==> config.mk <==
export PLATFORM = sky130hd
export DESIGN_NAME = asr_top
export DESIGN_NICKNAME = d
export VERILOG_FILES = /design/src/asr_pkg.sv /design/src/asr_top.sv
export SDC_FILE = /design/constraint.sdc
export NUM_CORES = 1
export LEC_CHECK = 0
export BUFFER_PORTS_ARGS = -buffer_cell sky130_fd_sc_hd__buf_2
export CORE_MARGIN = 2
export CORE_UTILIZATION = 45
export CTS_CLUSTER_SIZE = 12
export DETAILED_ROUTE_END_ITERATION = 10
export PLACE_DENSITY = 0.64
export SYNTH_ARGS = -nofsm -noshare
export SYNTH_HDL_FRONTEND = slang
export SYNTH_SLANG_ARGS = --single-unit
==> constraint.sdc <==
create_clock -name aclk -period 3.6 [get_ports aclk]
set_input_delay 0.36 -clock aclk [delete_from_list [all_inputs] [get_ports aclk]]
set_output_delay 0.36 -clock aclk [all_outputs]
set_load 0.005 [all_outputs]
==> src/asr_pkg.sv <==
// constants and register map for the async serial receiver/transmitter
// What this block does
// - address mark: 7 info bits (8 when nine-bit) plus MSB marking address
// - receiver_sleep set suppresses every receiver status flag
// - an address-mark character clears receiver_sleep by hardware
// - receiver_sleep clears before that character's stop bit arrives
// - overrun_flag sets when a byte completes while rx_full_flag is set
// - overrun drops the new byte, buffer keeps the old one
// - overrun_flag clears on status read (flag set) then data read
// - noise on any bit sets noise_flag, never before rx_full_flag
// - noise_flag clears on status read (flag set) then data read
// - missing stop bit sets framing_flag together with rx_full_flag
// - framing plus overrun on one byte reports only the overrun
// - framing_flag set blocks further loads into the receive buffer
// - framing_flag clears on status read (flag set) then data read
// - one data address: read receive buffer, write transmit buffer
// - nine-bit mode stores ninth received bit in rx_ninth_bit
// - nine-bit mode sends tx_ninth_bit as ninth transmitted bit
// - char_size_select 0: 8 data bits, 1: 9 data bits, one stop
// - rouse_select 1 address-mark wakeup; 0 no hardware wakeup, receiver_sleep clears only by software write
// - control one bit 5 and bits 2..0 read as zero
package asr_pkg;
  localparam logic [3:0] OFS_DATA = 4'h0;
  localparam logic [3:0] OFS_CTL1 = 4'h4;
  localparam logic [3:0] OFS_STAT = 4'h8;
  localparam logic [3:0] OFS_CTL2 = 4'hC;
  // control one fields
  localparam int C1_RX9 = 7;
  localparam int C1_TX9 = 6;
  localparam int C1_SIZE = 4;
  localparam int C1_WAKE = 3;
  localparam logic [7:0] CTL1_MASK = 8'hD8;
  // status fields
  localparam int ST_TXE = 7;
  localparam int ST_TC = 6;
  localparam int ST_FULL = 5;
  localparam int ST_OVR = 3;
  localparam int ST_NOISE = 2;
  localparam int ST_FRAME = 1;
  // control two fields
  localparam int C2_TXEN = 3;
  localparam int C2_RXEN = 2;
  localparam int C2_SLEEP = 1;
  localparam logic [7:0] CTL1_RST = 8'h00;
  localparam logic [7:0] CTL2_RST = 8'h00;
  localparam logic [1:0] RESP_OK = 2'b00;
  localparam logic [1:0] RESP_ERR = 2'b10;
  // bit timing: 16 samples per bit
  localparam int CLK_HZ = 40_000_000;
  localparam int BAUD_HZ = 625_000;
  localparam int OVERSAMPLE = 16;
  localparam int TICK_CYC = CLK_HZ / (BAUD_HZ * OVERSAMPLE);
  localparam logic [3:0] SAMP_MID = 4'h9;
  localparam logic [3:0] SAMP_END = 4'hF;
  localparam logic [3:0] TX_BITS8 = 4'hA;
  localparam logic [3:0] TX_BITS9 = 4'hB;
  typedef enum logic [1:0] {RX_IDLE, RX_START, RX_DATA, RX_STOP} asr_rx_t;
endpackage

==> src/asr_top.sv <==
// async serial unit: axi4-lite registers, receiver, transmitter
//
// Design decisions made here: the address map and the AXI4-Lite slave port.
`timescale 1ns/1ps
`default_nettype none
module asr_top (
  input  wire logic        aclk,
  input  wire logic        aresetn,
  input  wire logic        ce,
  input  wire logic [3:0]  awaddr,
  input  wire logic        awvalid,
  output logic             awready,
  input  wire logic [31:0] wdata,
  input  wire logic [3:0]  wstrb,
  input  wire logic        wvalid,
  output logic             wready,
  output logic [1:0]       bresp,
  output logic             bvalid,
  input  wire logic        bready,
  input  wire logic [3:0]  araddr,
  input  wire logic        arvalid,
  output logic             arready,
  output logic [31:0]      rdata,
  output logic [1:0]       rresp,
  output logic             rvalid,
  input  wire logic        rready,
  input  wire logic        rxd,
  output logic             txd
);
  import asr_pkg::*;

  ////////////////////////////////////////////////////////////////////////
  logic       awready_reg, wready_reg, bvalid_reg, arready_reg, rvalid_reg;
  logic [1:0] bresp_reg, rresp_reg;
  logic [31:0] rdata_reg;
  logic       aw_got_reg, w_got_reg;
  logic [3:0] aw_addr_reg, rd_addr_reg;
  logic [7:0] wbyte_reg;
  logic       wen_reg;
  logic [7:0] ctl1_reg, ctl2_reg, rx_buf_reg, tx_buf_reg;
  logic       full_reg, ovr_reg, noise_reg, frame_reg, txe_reg, tc_reg;
  logic       arm_full_reg, arm_ovr_reg, arm_noise_reg, arm_frame_reg;
  logic       rx_s1_reg, rx_s2_reg, rx_s3_reg, rx_in_reg;
  logic [8:0] tick_cnt_reg;
  logic       tick;
  asr_rx_t    rx_st_reg;
  logic [3:0] rx_sc_reg, rx_bit_reg;
  logic [1:0] samp_reg;
  logic [8:0] rx_sh_reg;
  logic       rx_nz_reg;
  logic       tx_busy_reg;
  logic [3:0] tx_sc_reg, tx_left_reg;
  logic [10:0] tx_sh_reg;
  logic       txd_reg;

  assign awready = awready_reg;
  assign wready = wready_reg;
  assign bvalid = bvalid_reg;
  assign bresp = bresp_reg;
  assign arready = arready_reg;
  assign rvalid = rvalid_reg;
  assign rresp = rresp_reg;
  assign rdata = rdata_reg;
  assign txd = txd_reg;

  function automatic logic maj3(input logic a, input logic b, input logic c);
    maj3 = (a & b) | (a & c) | (b & c);
  endfunction

  function automatic logic mapped(input logic [3:0] a);
    mapped = (a == OFS_DATA) || (a == OFS_CTL1) || (a == OFS_STAT) ||
             (a == OFS_CTL2);
  endfunction

  ////////////////////////////////////////////////////////////////////////
  // bus handshakes and register side effects
  logic aw_hs, w_hs, wr_do, ar_hs, stat_rd, data_rd, data_wr;
  assign aw_hs = awvalid & awready_reg;
  assign w_hs = wvalid & wready_reg;
  assign wr_do = aw_got_reg & w_got_reg & ~bvalid_reg;
  assign ar_hs = arvalid & arready_reg;
  assign stat_rd = ar_hs & (araddr == OFS_STAT);
  assign data_rd = ar_hs & (araddr == OFS_DATA);
  assign data_wr = wr_do & wen_reg & (aw_addr_reg == OFS_DATA);

  always_ff @(posedge aclk) begin
    if (!aresetn) begin
      awready_reg <= 1'b0;
      wready_reg <= 1'b0;
      aw_got_reg <= 1'b0;
      w_got_reg <= 1'b0;
      aw_addr_reg <= 4'h0;
      wbyte_reg <= 8'h00;
      wen_reg <= 1'b0;
      bvalid_reg <= 1'b0;
      bresp_reg <= RESP_OK;
    end else if (ce) begin
      awready_reg <= ~(aw_hs | (aw_got_reg & ~wr_do));
      wready_reg <= ~(w_hs | (w_got_reg & ~wr_do));
      if (aw_hs) begin
        aw_got_reg <= 1'b1;
        aw_addr_reg <= awaddr;
      end else if (wr_do) begin
        aw_got_reg <= 1'b0;
      end
      if (w_hs) begin
        w_got_reg <= 1'b1;
        wbyte_reg <= wdata[7:0];
        wen_reg <= wstrb[0];
      end else if (wr_do) begin
        w_got_reg <= 1'b0;
      end
      if (wr_do) begin
        bvalid_reg <= 1'b1;
        bresp_reg <= mapped(aw_addr_reg) ? RESP_OK : RESP_ERR;
      end else if (bready) begin
        bvalid_reg <= 1'b0;
      end
    end
  end

  always_ff @(posedge aclk) begin
    if (!aresetn) begin
      arready_reg <= 1'b0;
      rvalid_reg <= 1'b0;
      rresp_reg <= RESP_OK;
      rdata_reg <= 32'h0000_0000;
      rd_addr_reg <= 4'h0;
    end else if (ce) begin
      arready_reg <= ~(ar_hs | (rvalid_reg & ~rready));
      if (ar_hs) begin
        rvalid_reg <= 1'b1;
        rd_addr_reg <= araddr;
        rresp_reg <= mapped(araddr) ? RESP_OK : RESP_ERR;
        unique case (araddr)
          OFS_DATA: rdata_reg <= {24'h00_0000, rx_buf_reg};
          OFS_CTL1: rdata_reg <= {24'h00_0000, ctl1_reg & CTL1_MASK};
          OFS_STAT: rdata_reg <= {24'h00_0000, txe_reg, tc_reg, full_reg,
                                  1'b0, ovr_reg, noise_reg, frame_reg, 1'b0};
          OFS_CTL2: rdata_reg <= {24'h00_0000, ctl2_reg};
          default:  rdata_reg <= 32'h0000_0000;
        endcase
      end else if (rready) begin
        rvalid_reg <= 1'b0;
      end
    end
  end

  ////////////////////////////////////////////////////////////////////////
  // pin synchroniser and sample tick
  always_ff @(posedge aclk) begin
    if (!aresetn) begin
      rx_s1_reg <= 1'b1;
      rx_s2_reg <= 1'b1;
      rx_s3_reg <= 1'b1;
      rx_in_reg <= 1'b1;
      tick_cnt_reg <= 9'h000;
    end else if (ce) begin
      rx_s1_reg <= rxd;
      rx_s2_reg <= rx_s1_reg;
      rx_s3_reg <= rx_s2_reg;
      if (rx_s2_reg == rx_s3_reg) begin
        rx_in_reg <= rx_s3_reg;
      end
      tick_cnt_reg <= tick ? 9'h000 : tick_cnt_reg + 9'h001;
    end
  end
  assign tick = (tick_cnt_reg == 9'(TICK_CYC - 1));

  ////////////////////////////////////////////////////////////////////////
  // receiver
  logic nine, bit_val, bit_nz, at_mid, last_bit, xfer, mark_wake;
  logic sleep_set_sw;
  assign nine = ctl1_reg[C1_SIZE];
  assign at_mid = tick & (rx_sc_reg == SAMP_MID);
  assign bit_val = maj3(samp_reg[1], samp_reg[0], rx_in_reg);
  assign bit_nz = ~((samp_reg[1] == samp_reg[0]) & (samp_reg[0] == rx_in_reg));
  assign last_bit = (rx_bit_reg == (nine ? 4'h8 : 4'h7));
  assign xfer = (rx_st_reg == RX_STOP) & at_mid;
  // msb of the character decides address vs data
  assign mark_wake = (rx_st_reg == RX_DATA) & at_mid & last_bit & bit_val &
                     ctl1_reg[C1_WAKE] & ctl2_reg[C2_SLEEP];
  assign sleep_set_sw = wr_do & wen_reg & (aw_addr_reg == OFS_CTL2);

  always_ff @(posedge aclk) begin
    if (!aresetn) begin
      rx_st_reg <= RX_IDLE;
      rx_sc_reg <= 4'h0;
      rx_bit_reg <= 4'h0;
      samp_reg <= 2'b11;
      rx_sh_reg <= 9'h000;
      rx_nz_reg <= 1'b0;
    end else if (ce) begin
      if (tick && (rx_sc_reg == 4'h7 || rx_sc_reg == 4'h8)) begin
        samp_reg <= {samp_reg[0], rx_in_reg};
      end
      if (rx_st_reg != RX_IDLE && tick) begin
        rx_sc_reg <= rx_sc_reg + 4'h1;
      end
      unique case (rx_st_reg)
        RX_IDLE: begin
          rx_sc_reg <= 4'h0;
          rx_bit_reg <= 4'h0;
          rx_nz_reg <= 1'b0;
          if (!rx_in_reg && ctl2_reg[C2_RXEN]) begin
            rx_st_reg <= RX_START;
          end
        end
        RX_START: begin
          if (at_mid) begin
            rx_nz_reg <= bit_nz;
            if (bit_val) begin
              rx_st_reg <= RX_IDLE;
            end
          end
          if (tick && rx_sc_reg == SAMP_END) begin
            rx_st_reg <= RX_DATA;
          end
        end
        RX_DATA: begin
          if (at_mid) begin
            rx_sh_reg <= {bit_val, rx_sh_reg[8:1]};
            rx_nz_reg <= rx_nz_reg | bit_nz;
          end
          if (tick && rx_sc_reg == SAMP_END) begin
            rx_bit_reg <= rx_bit_reg + 4'h1;
            if (last_bit) begin
              rx_st_reg <= RX_STOP;
            end
          end
        end
        RX_STOP: begin
          if (at_mid) begin
            rx_st_reg <= RX_IDLE;
          end
        end
      endcase
    end
  end

  ////////////////////////////////////////////////////////////////////////
  // receive buffer and flags; a new event wins over the read clear
  logic sleeping, stop_ok, rx_nz_all, load_ok, ovr_set;
  logic [7:0] rx_byte;
  assign sleeping = ctl2_reg[C2_SLEEP];
  assign stop_ok = bit_val;
  assign rx_nz_all = rx_nz_reg | bit_nz;
  // nine-bit frames sit shifted one place lower
  assign rx_byte = nine ? rx_sh_reg[7:0] : rx_sh_reg[8:1];
  assign ovr_set = xfer & ~sleeping & full_reg;
  assign load_ok = xfer & ~sleeping & ~full_reg & ~frame_reg;

  always_ff @(posedge aclk) begin
    if (!aresetn) begin
      rx_buf_reg <= 8'h00;
      full_reg <= 1'b0;
      ovr_reg <= 1'b0;
      noise_reg <= 1'b0;
      frame_reg <= 1'b0;
      arm_full_reg <= 1'b0;
      arm_ovr_reg <= 1'b0;
      arm_noise_reg <= 1'b0;
      arm_frame_reg <= 1'b0;
    end else if (ce) begin
      if (stat_rd) begin
        arm_full_reg <= full_reg;
        arm_ovr_reg <= ovr_reg;
        arm_noise_reg <= noise_reg;
        arm_frame_reg <= frame_reg;
      end else if (data_rd) begin
        arm_full_reg <= 1'b0;
        arm_ovr_reg <= 1'b0;
        arm_noise_reg <= 1'b0;
        arm_frame_reg <= 1'b0;
      end
      if (load_ok) begin
        rx_buf_reg <= rx_byte;
        full_reg <= 1'b1;
        noise_reg <= rx_nz_all;
        frame_reg <= ~stop_ok;
      end else if (data_rd) begin
        if (arm_full_reg) full_reg <= 1'b0;
        if (arm_noise_reg) noise_reg <= 1'b0;
        if (arm_frame_reg) frame_reg <= 1'b0;
      end
      if (ovr_set) begin
        ovr_reg <= 1'b1;
      end else if (data_rd && arm_ovr_reg) begin
        ovr_reg <= 1'b0;
      end
    end
  end

  ////////////////////////////////////////////////////////////////////////
  // control registers
  always_ff @(posedge aclk) begin
    if (!aresetn) begin
      ctl1_reg <= CTL1_RST;
      ctl2_reg <= CTL2_RST;
    end else if (ce) begin
      if (wr_do && wen_reg && aw_addr_reg == OFS_CTL1) begin
        ctl1_reg[C1_TX9] <= wbyte_reg[C1_TX9];
        ctl1_reg[C1_SIZE] <= wbyte_reg[C1_SIZE];
        ctl1_reg[C1_WAKE] <= wbyte_reg[C1_WAKE];
      end
      if (load_ok && nine) begin
        ctl1_reg[C1_RX9] <= rx_sh_reg[8];
      end
      if (mark_wake) begin
        ctl2_reg[C2_SLEEP] <= 1'b0;
      end else if (sleep_set_sw) begin
        ctl2_reg[C2_SLEEP] <= wbyte_reg[C2_SLEEP];
      end
      if (sleep_set_sw) begin
        ctl2_reg[C2_TXEN] <= wbyte_reg[C2_TXEN];
        ctl2_reg[C2_RXEN] <= wbyte_reg[C2_RXEN];
      end
    end
  end

  ////////////////////////////////////////////////////////////////////////
  // transmitter: holding buffer plus shifter
  logic tx_load;
  assign tx_load = ~tx_busy_reg & ~txe_reg & ctl2_reg[C2_TXEN];

  always_ff @(posedge aclk) begin
    if (!aresetn) begin
      tx_buf_reg <= 8'h00;
      txe_reg <= 1'b1;
      tc_reg <= 1'b1;
      tx_busy_reg <= 1'b0;
      tx_sc_reg <= 4'h0;
      tx_left_reg <= 4'h0;
      tx_sh_reg <= 11'h7FF;
      txd_reg <= 1'b1;
    end else if (ce) begin
      if (data_wr) begin
        tx_buf_reg <= wbyte_reg;
        txe_reg <= 1'b0;
        tc_reg <= 1'b0;
      end else if (tx_load) begin
        txe_reg <= 1'b1;
      end
      if (tx_load) begin
        tx_busy_reg <= 1'b1;
        tx_sc_reg <= 4'h0;
        tx_left_reg <= nine ? TX_BITS9 : TX_BITS8;
        tx_sh_reg <= {1'b1, ~nine | ctl1_reg[C1_TX9], tx_buf_reg,
                      1'b0};
      end else if (tx_busy_reg && tick) begin
        tx_sc_reg <= tx_sc_reg + 4'h1;
        if (tx_sc_reg == 4'h0) begin
          txd_reg <= tx_sh_reg[0];
        end
        if (tx_sc_reg == SAMP_END) begin
          tx_sh_reg <= {1'b1, tx_sh_reg[10:1]};
          tx_left_reg <= tx_left_reg - 4'h1;
          if (tx_left_reg == 4'h1) begin
            tx_busy_reg <= 1'b0;
            if (txe_reg && !data_wr) tc_reg <= 1'b1;
          end
        end
      end
    end
  end
endmodule
`default_nettype wire

==> flow_metrics.env <==
export IMPL_route_detailed_wl_per_inst_um=14.9
export IMPL_core_area_um2=12000
export IMPL_antenna_found_initial=0
export IMPL_cts_root_buffer_cell="sky130_fd_sc_hd__clkbuf_16"
export IMPL_post_route_util_pct=52.7
export IMPL_critical_path_top_delay_family="simple AND/OR/NAND/NOR gates"
export IMPL_synth_area_um2=5470
export IMPL_gr_usage_all_layers_pct=19.4
export IMPL_final_max_slew_violation_count=0
export IMPL_clk_latency_ns=0.42
export IMPL_final_hold_worst_slack_ns=0.168
export IMPL_detailedRoute_firstIterationViolations=276
export IMPL_via_count=4350
export IMPL_placementRows=40
export IMPL_area_growth_syn_to_layout_pct=15.2
export IMPL_ys_top_cells_by_area="sky130_fd_sc_hd__dfxtp_1 43%, sky130_fd_sc_hd__mux2i_1 9.5%, sky130_fd_sc_hd__nor2_1 5.3%"
export IMPL_slew_at_the_pin_with_the_worst_max_slew_slack_ns=1.06
export IMPL_netlist_area_leader_share_pct=43.2
export IMPL_cp_end_kind="flop"
export IMPL_grt_max_degree=60
export IMPL_pre_cts_ws_ns=0.668
export IMPL_synth_sequential_area_ratio_pct=43.2
export IMPL_fin_worst_skew_ns=0.00924
export IMPL_report_final_hold_viol_count=0
export IMPL_largest_register_ffs=10
export IMPL_nets=723
export IMPL_slew_limit_headroom_pct=29.0
export IMPL_vias_per_cell=5.34
export IMPL_tritoncts="yes"
export IMPL_grt_pass1_vias=4060
export IMPL_final_setup_viol_count=0
export IMPL_pwr_density_nw_per_um2=510
export IMPL_critPathMaxStageDelay_ns=0.67
export IMPL_grt_setup_unrepaired="false"
export IMPL_critical_path_max_fanout=11
export IMPL_design_portCount=95
export IMPL_worst_path_buf_inv=0
export IMPL_num_antenna_cells=0
export IMPL_die_x_um=114
export IMPL_critical_path_slowest_cell="sky130_fd_sc_hd__or4b_1"
export IMPL_max_cap_viol_count=0
export IMPL_detail_route_antenna_nets=0
export IMPL_total_leakage_power_uw=0.00262
export IMPL_synth_top_cell_by_area="sky130_fd_sc_hd__dfxtp_1"
export IMPL_timing_critical_path_cells="ha_1 > or4b_1 > nor3_2 > nand3_1 > or2_2 > a21oi_1"
export IMPL_setup_slack_ns=0.628
export IMPL_port_buffers=41
export IMPL_wire_length_of_the_first_global_routing_pass_mm=19.8
export IMPL_critical_path_required_ns=3.95
export IMPL_worst_setup_hold_path_clk_slew_ns=0.06
export IMPL_synth_ff_type="sky130_fd_sc_hd__dfxtp_1"
export IMPL_portion_of_the_clock_cycle_consumed_by_the_worst_path_in_the_final_layout_pct=82.6
export IMPL_drc=0
export IMPL_max_freq_mhz=336
export IMPL_area_of_the_die_um2=13100
export IMPL_setup_total_negative_slack_ns=0
export IMPL_netlist_cell_type_count=60
export IMPL_setup_crit_start_kind="flop"
export IMPL_synth_enable_flop_cells=0
export IMPL_fin_crit_ns=2.97
export IMPL_crit_type="reg2reg"
export IMPL_async_reset_ff_share_pct=0
export IMPL_worstHoldPathType="in2reg"
export IMPL_critical_path_arrival_ns=3.32
export IMPL_drt_pass1_iter_count=4
export IMPL_synth_cells=622
export IMPL_grt_overflow_total=0
export IMPL_chipHeight_um=114
export IMPL_ys_ff_latch=118
export IMPL_cts_max_path_buffers=2
export IMPL_post_cts_setup_buffers=0
export IMPL_status="finished clean"
export IMPL_post_cts_resize_count=0
export IMPL_initial_core_util_pct=45.8
export IMPL_gp_routability_congestion=0.810
export IMPL_synth_yosys_warnings=0
export IMPL_tritoncts_num_buffers=17
export IMPL_hpwl_mm=8.13
export IMPL_cts_htree_levels=4
export IMPL_syn_area_per_cell_um2=8.80
export IMPL_numClockSinks=118
export IMPL_final_layout_size_suffix_gt1_share_pct=14.4
export IMPL_ctsHoldBuffers=0
export IMPL_vdd_ir_drop_worst_v=0.000314
export IMPL_drt_total_wl_mm=12.1
-- logic make-up after synthesis --
group / Yosys count / synth area share [%]
AOI/OAI and AO/OA: 110 / 12.6
xor gates and xnor gates: 16 / 2.56
adders and majority gates: 15 / 3.43
buffers and inverters: 77 / 7.29
DFF: 118 / 43.2
muxes: 57 / 10.7
other: 1 / 0.0685
and+or+nand+nor: 228 / 20.1
-- area by class of cell --
cell class | instances | area (um2)
multi-input cells | 452 | 2810
clock buffers | 20 | 447
clock inverters | 12 | 178
inverters | 18 | 67.6
fillers | 1126 | 5650
well taps | 147 | 184
repair buffers | 48 | 258
flip-flops and latches | 118 | 2360
-- synthesized netlist by cell type (4+ instances only) --
master / count
sky130_fd_sc_hd__buf_4: 26
sky130_fd_sc_hd__o21ai_0: 23
sky130_fd_sc_hd__inv_1: 17
sky130_fd_sc_hd__nor2_1: 77
sky130_fd_sc_hd__xor2_1: 13
sky130_fd_sc_hd__nand3_1: 25
sky130_fd_sc_hd__a22oi_1: 10
sky130_fd_sc_hd__mux2i_1: 52
sky130_fd_sc_hd__a21oi_1: 39
sky130_fd_sc_hd__dfxtp_1: 118
sky130_fd_sc_hd__nand2_1: 68
sky130_fd_sc_hd__nand3b_1: 4
sky130_fd_sc_hd__a211oi_1: 11
sky130_fd_sc_hd__ha_1: 15
sky130_fd_sc_hd__nand4_1: 7
sky130_fd_sc_hd__nor3_1: 9
sky130_fd_sc_hd__o211ai_1: 8
sky130_fd_sc_hd__mux2_2: 4
sky130_fd_sc_hd__and3_1: 5
sky130_fd_sc_hd__clkbuf_1: 28
sky130_fd_sc_hd__nand2b_1: 5
-- stage by stage --
stage / cell area, um2 / instances / power (uW)
global route: 6310 / 815 / 3310
floorplan: 5570 / 647 / 1440
finish: 6310 / 815 / 3210
global placement: 5680 / 783 / 1460
CTS: 6310 / 815 / 3240
detailed placement: 5680 / 783 / 1460
-- cells in the final DEF (no fill, tap or decap), types with 3 or more instances in the layout --
cell,count
sky130_fd_sc_hd__o21ai_0,22
sky130_fd_sc_hd__nor2_1,77
sky130_fd_sc_hd__clkbuf_16,17
sky130_fd_sc_hd__nor4_1,3
sky130_fd_sc_hd__bufinv_16,4
sky130_fd_sc_hd__a22oi_1,10
sky130_fd_sc_hd__and3_1,5
sky130_fd_sc_hd__or2_2,3
sky130_fd_sc_hd__mux2_2,4
sky130_fd_sc_hd__nor3_1,9
sky130_fd_sc_hd__nand3_1,25
sky130_fd_sc_hd__xor2_1,13
sky130_fd_sc_hd__buf_4,7
sky130_fd_sc_hd__o211ai_1,8
sky130_fd_sc_hd__clkinvlp_4,4
sky130_fd_sc_hd__xnor2_1,3
sky130_fd_sc_hd__inv_1,17
sky130_fd_sc_hd__a221oi_1,3
sky130_fd_sc_hd__nand2_1,68
sky130_fd_sc_hd__nand4_1,7
sky130_fd_sc_hd__a211oi_1,11
sky130_fd_sc_hd__buf_2,41
sky130_fd_sc_hd__ha_1,15
sky130_fd_sc_hd__mux2i_1,52
sky130_fd_sc_hd__conb_1,26
sky130_fd_sc_hd__nand3b_1,4
sky130_fd_sc_hd__nand2b_1,5
sky130_fd_sc_hd__a21oi_1,39
sky130_fd_sc_hd__dfxtp_1,118
-- power by group --
group,internal (uW),switching [uW],total (uW)
logic,34.1,73.3,107
registers,1320,11.4,1330
clock network,1170,602,1780
total,2530,687,3210
-- tightest hold or removal path, stage by stage --
cell	delay, ns
sky130_fd_sc_hd__buf_2	0.08
sky130_fd_sc_hd__mux2i_1	0.06
sky130_fd_sc_hd__nand2_1	0.06
-- metal layers --
layer | wire (um) | vias to the layer above | track usage (%)
li1 | - | 2183 | -
met1 | 5570 | 2059 | 25.5
met2 | 5750 | 100 | 30.8
met3 | 712 | 8 | 4.66
met4 | 97 | 0 | 7.80
met5 | 0 | - | 0
-- final timing paths --
check             startpoint      endpoint  slack (ns)  cells past startpoint
max          tick_cnt_reg[0]  rx_sh_reg[8]        0.63                      6
min reg2reg    arm_frame_reg     frame_reg        0.44                      1
max reg2reg  tick_cnt_reg[0]  rx_sh_reg[8]        0.63                      6
min                      rxd     rx_s1_reg        0.17                      3
(Power assumes the default switching activity.)
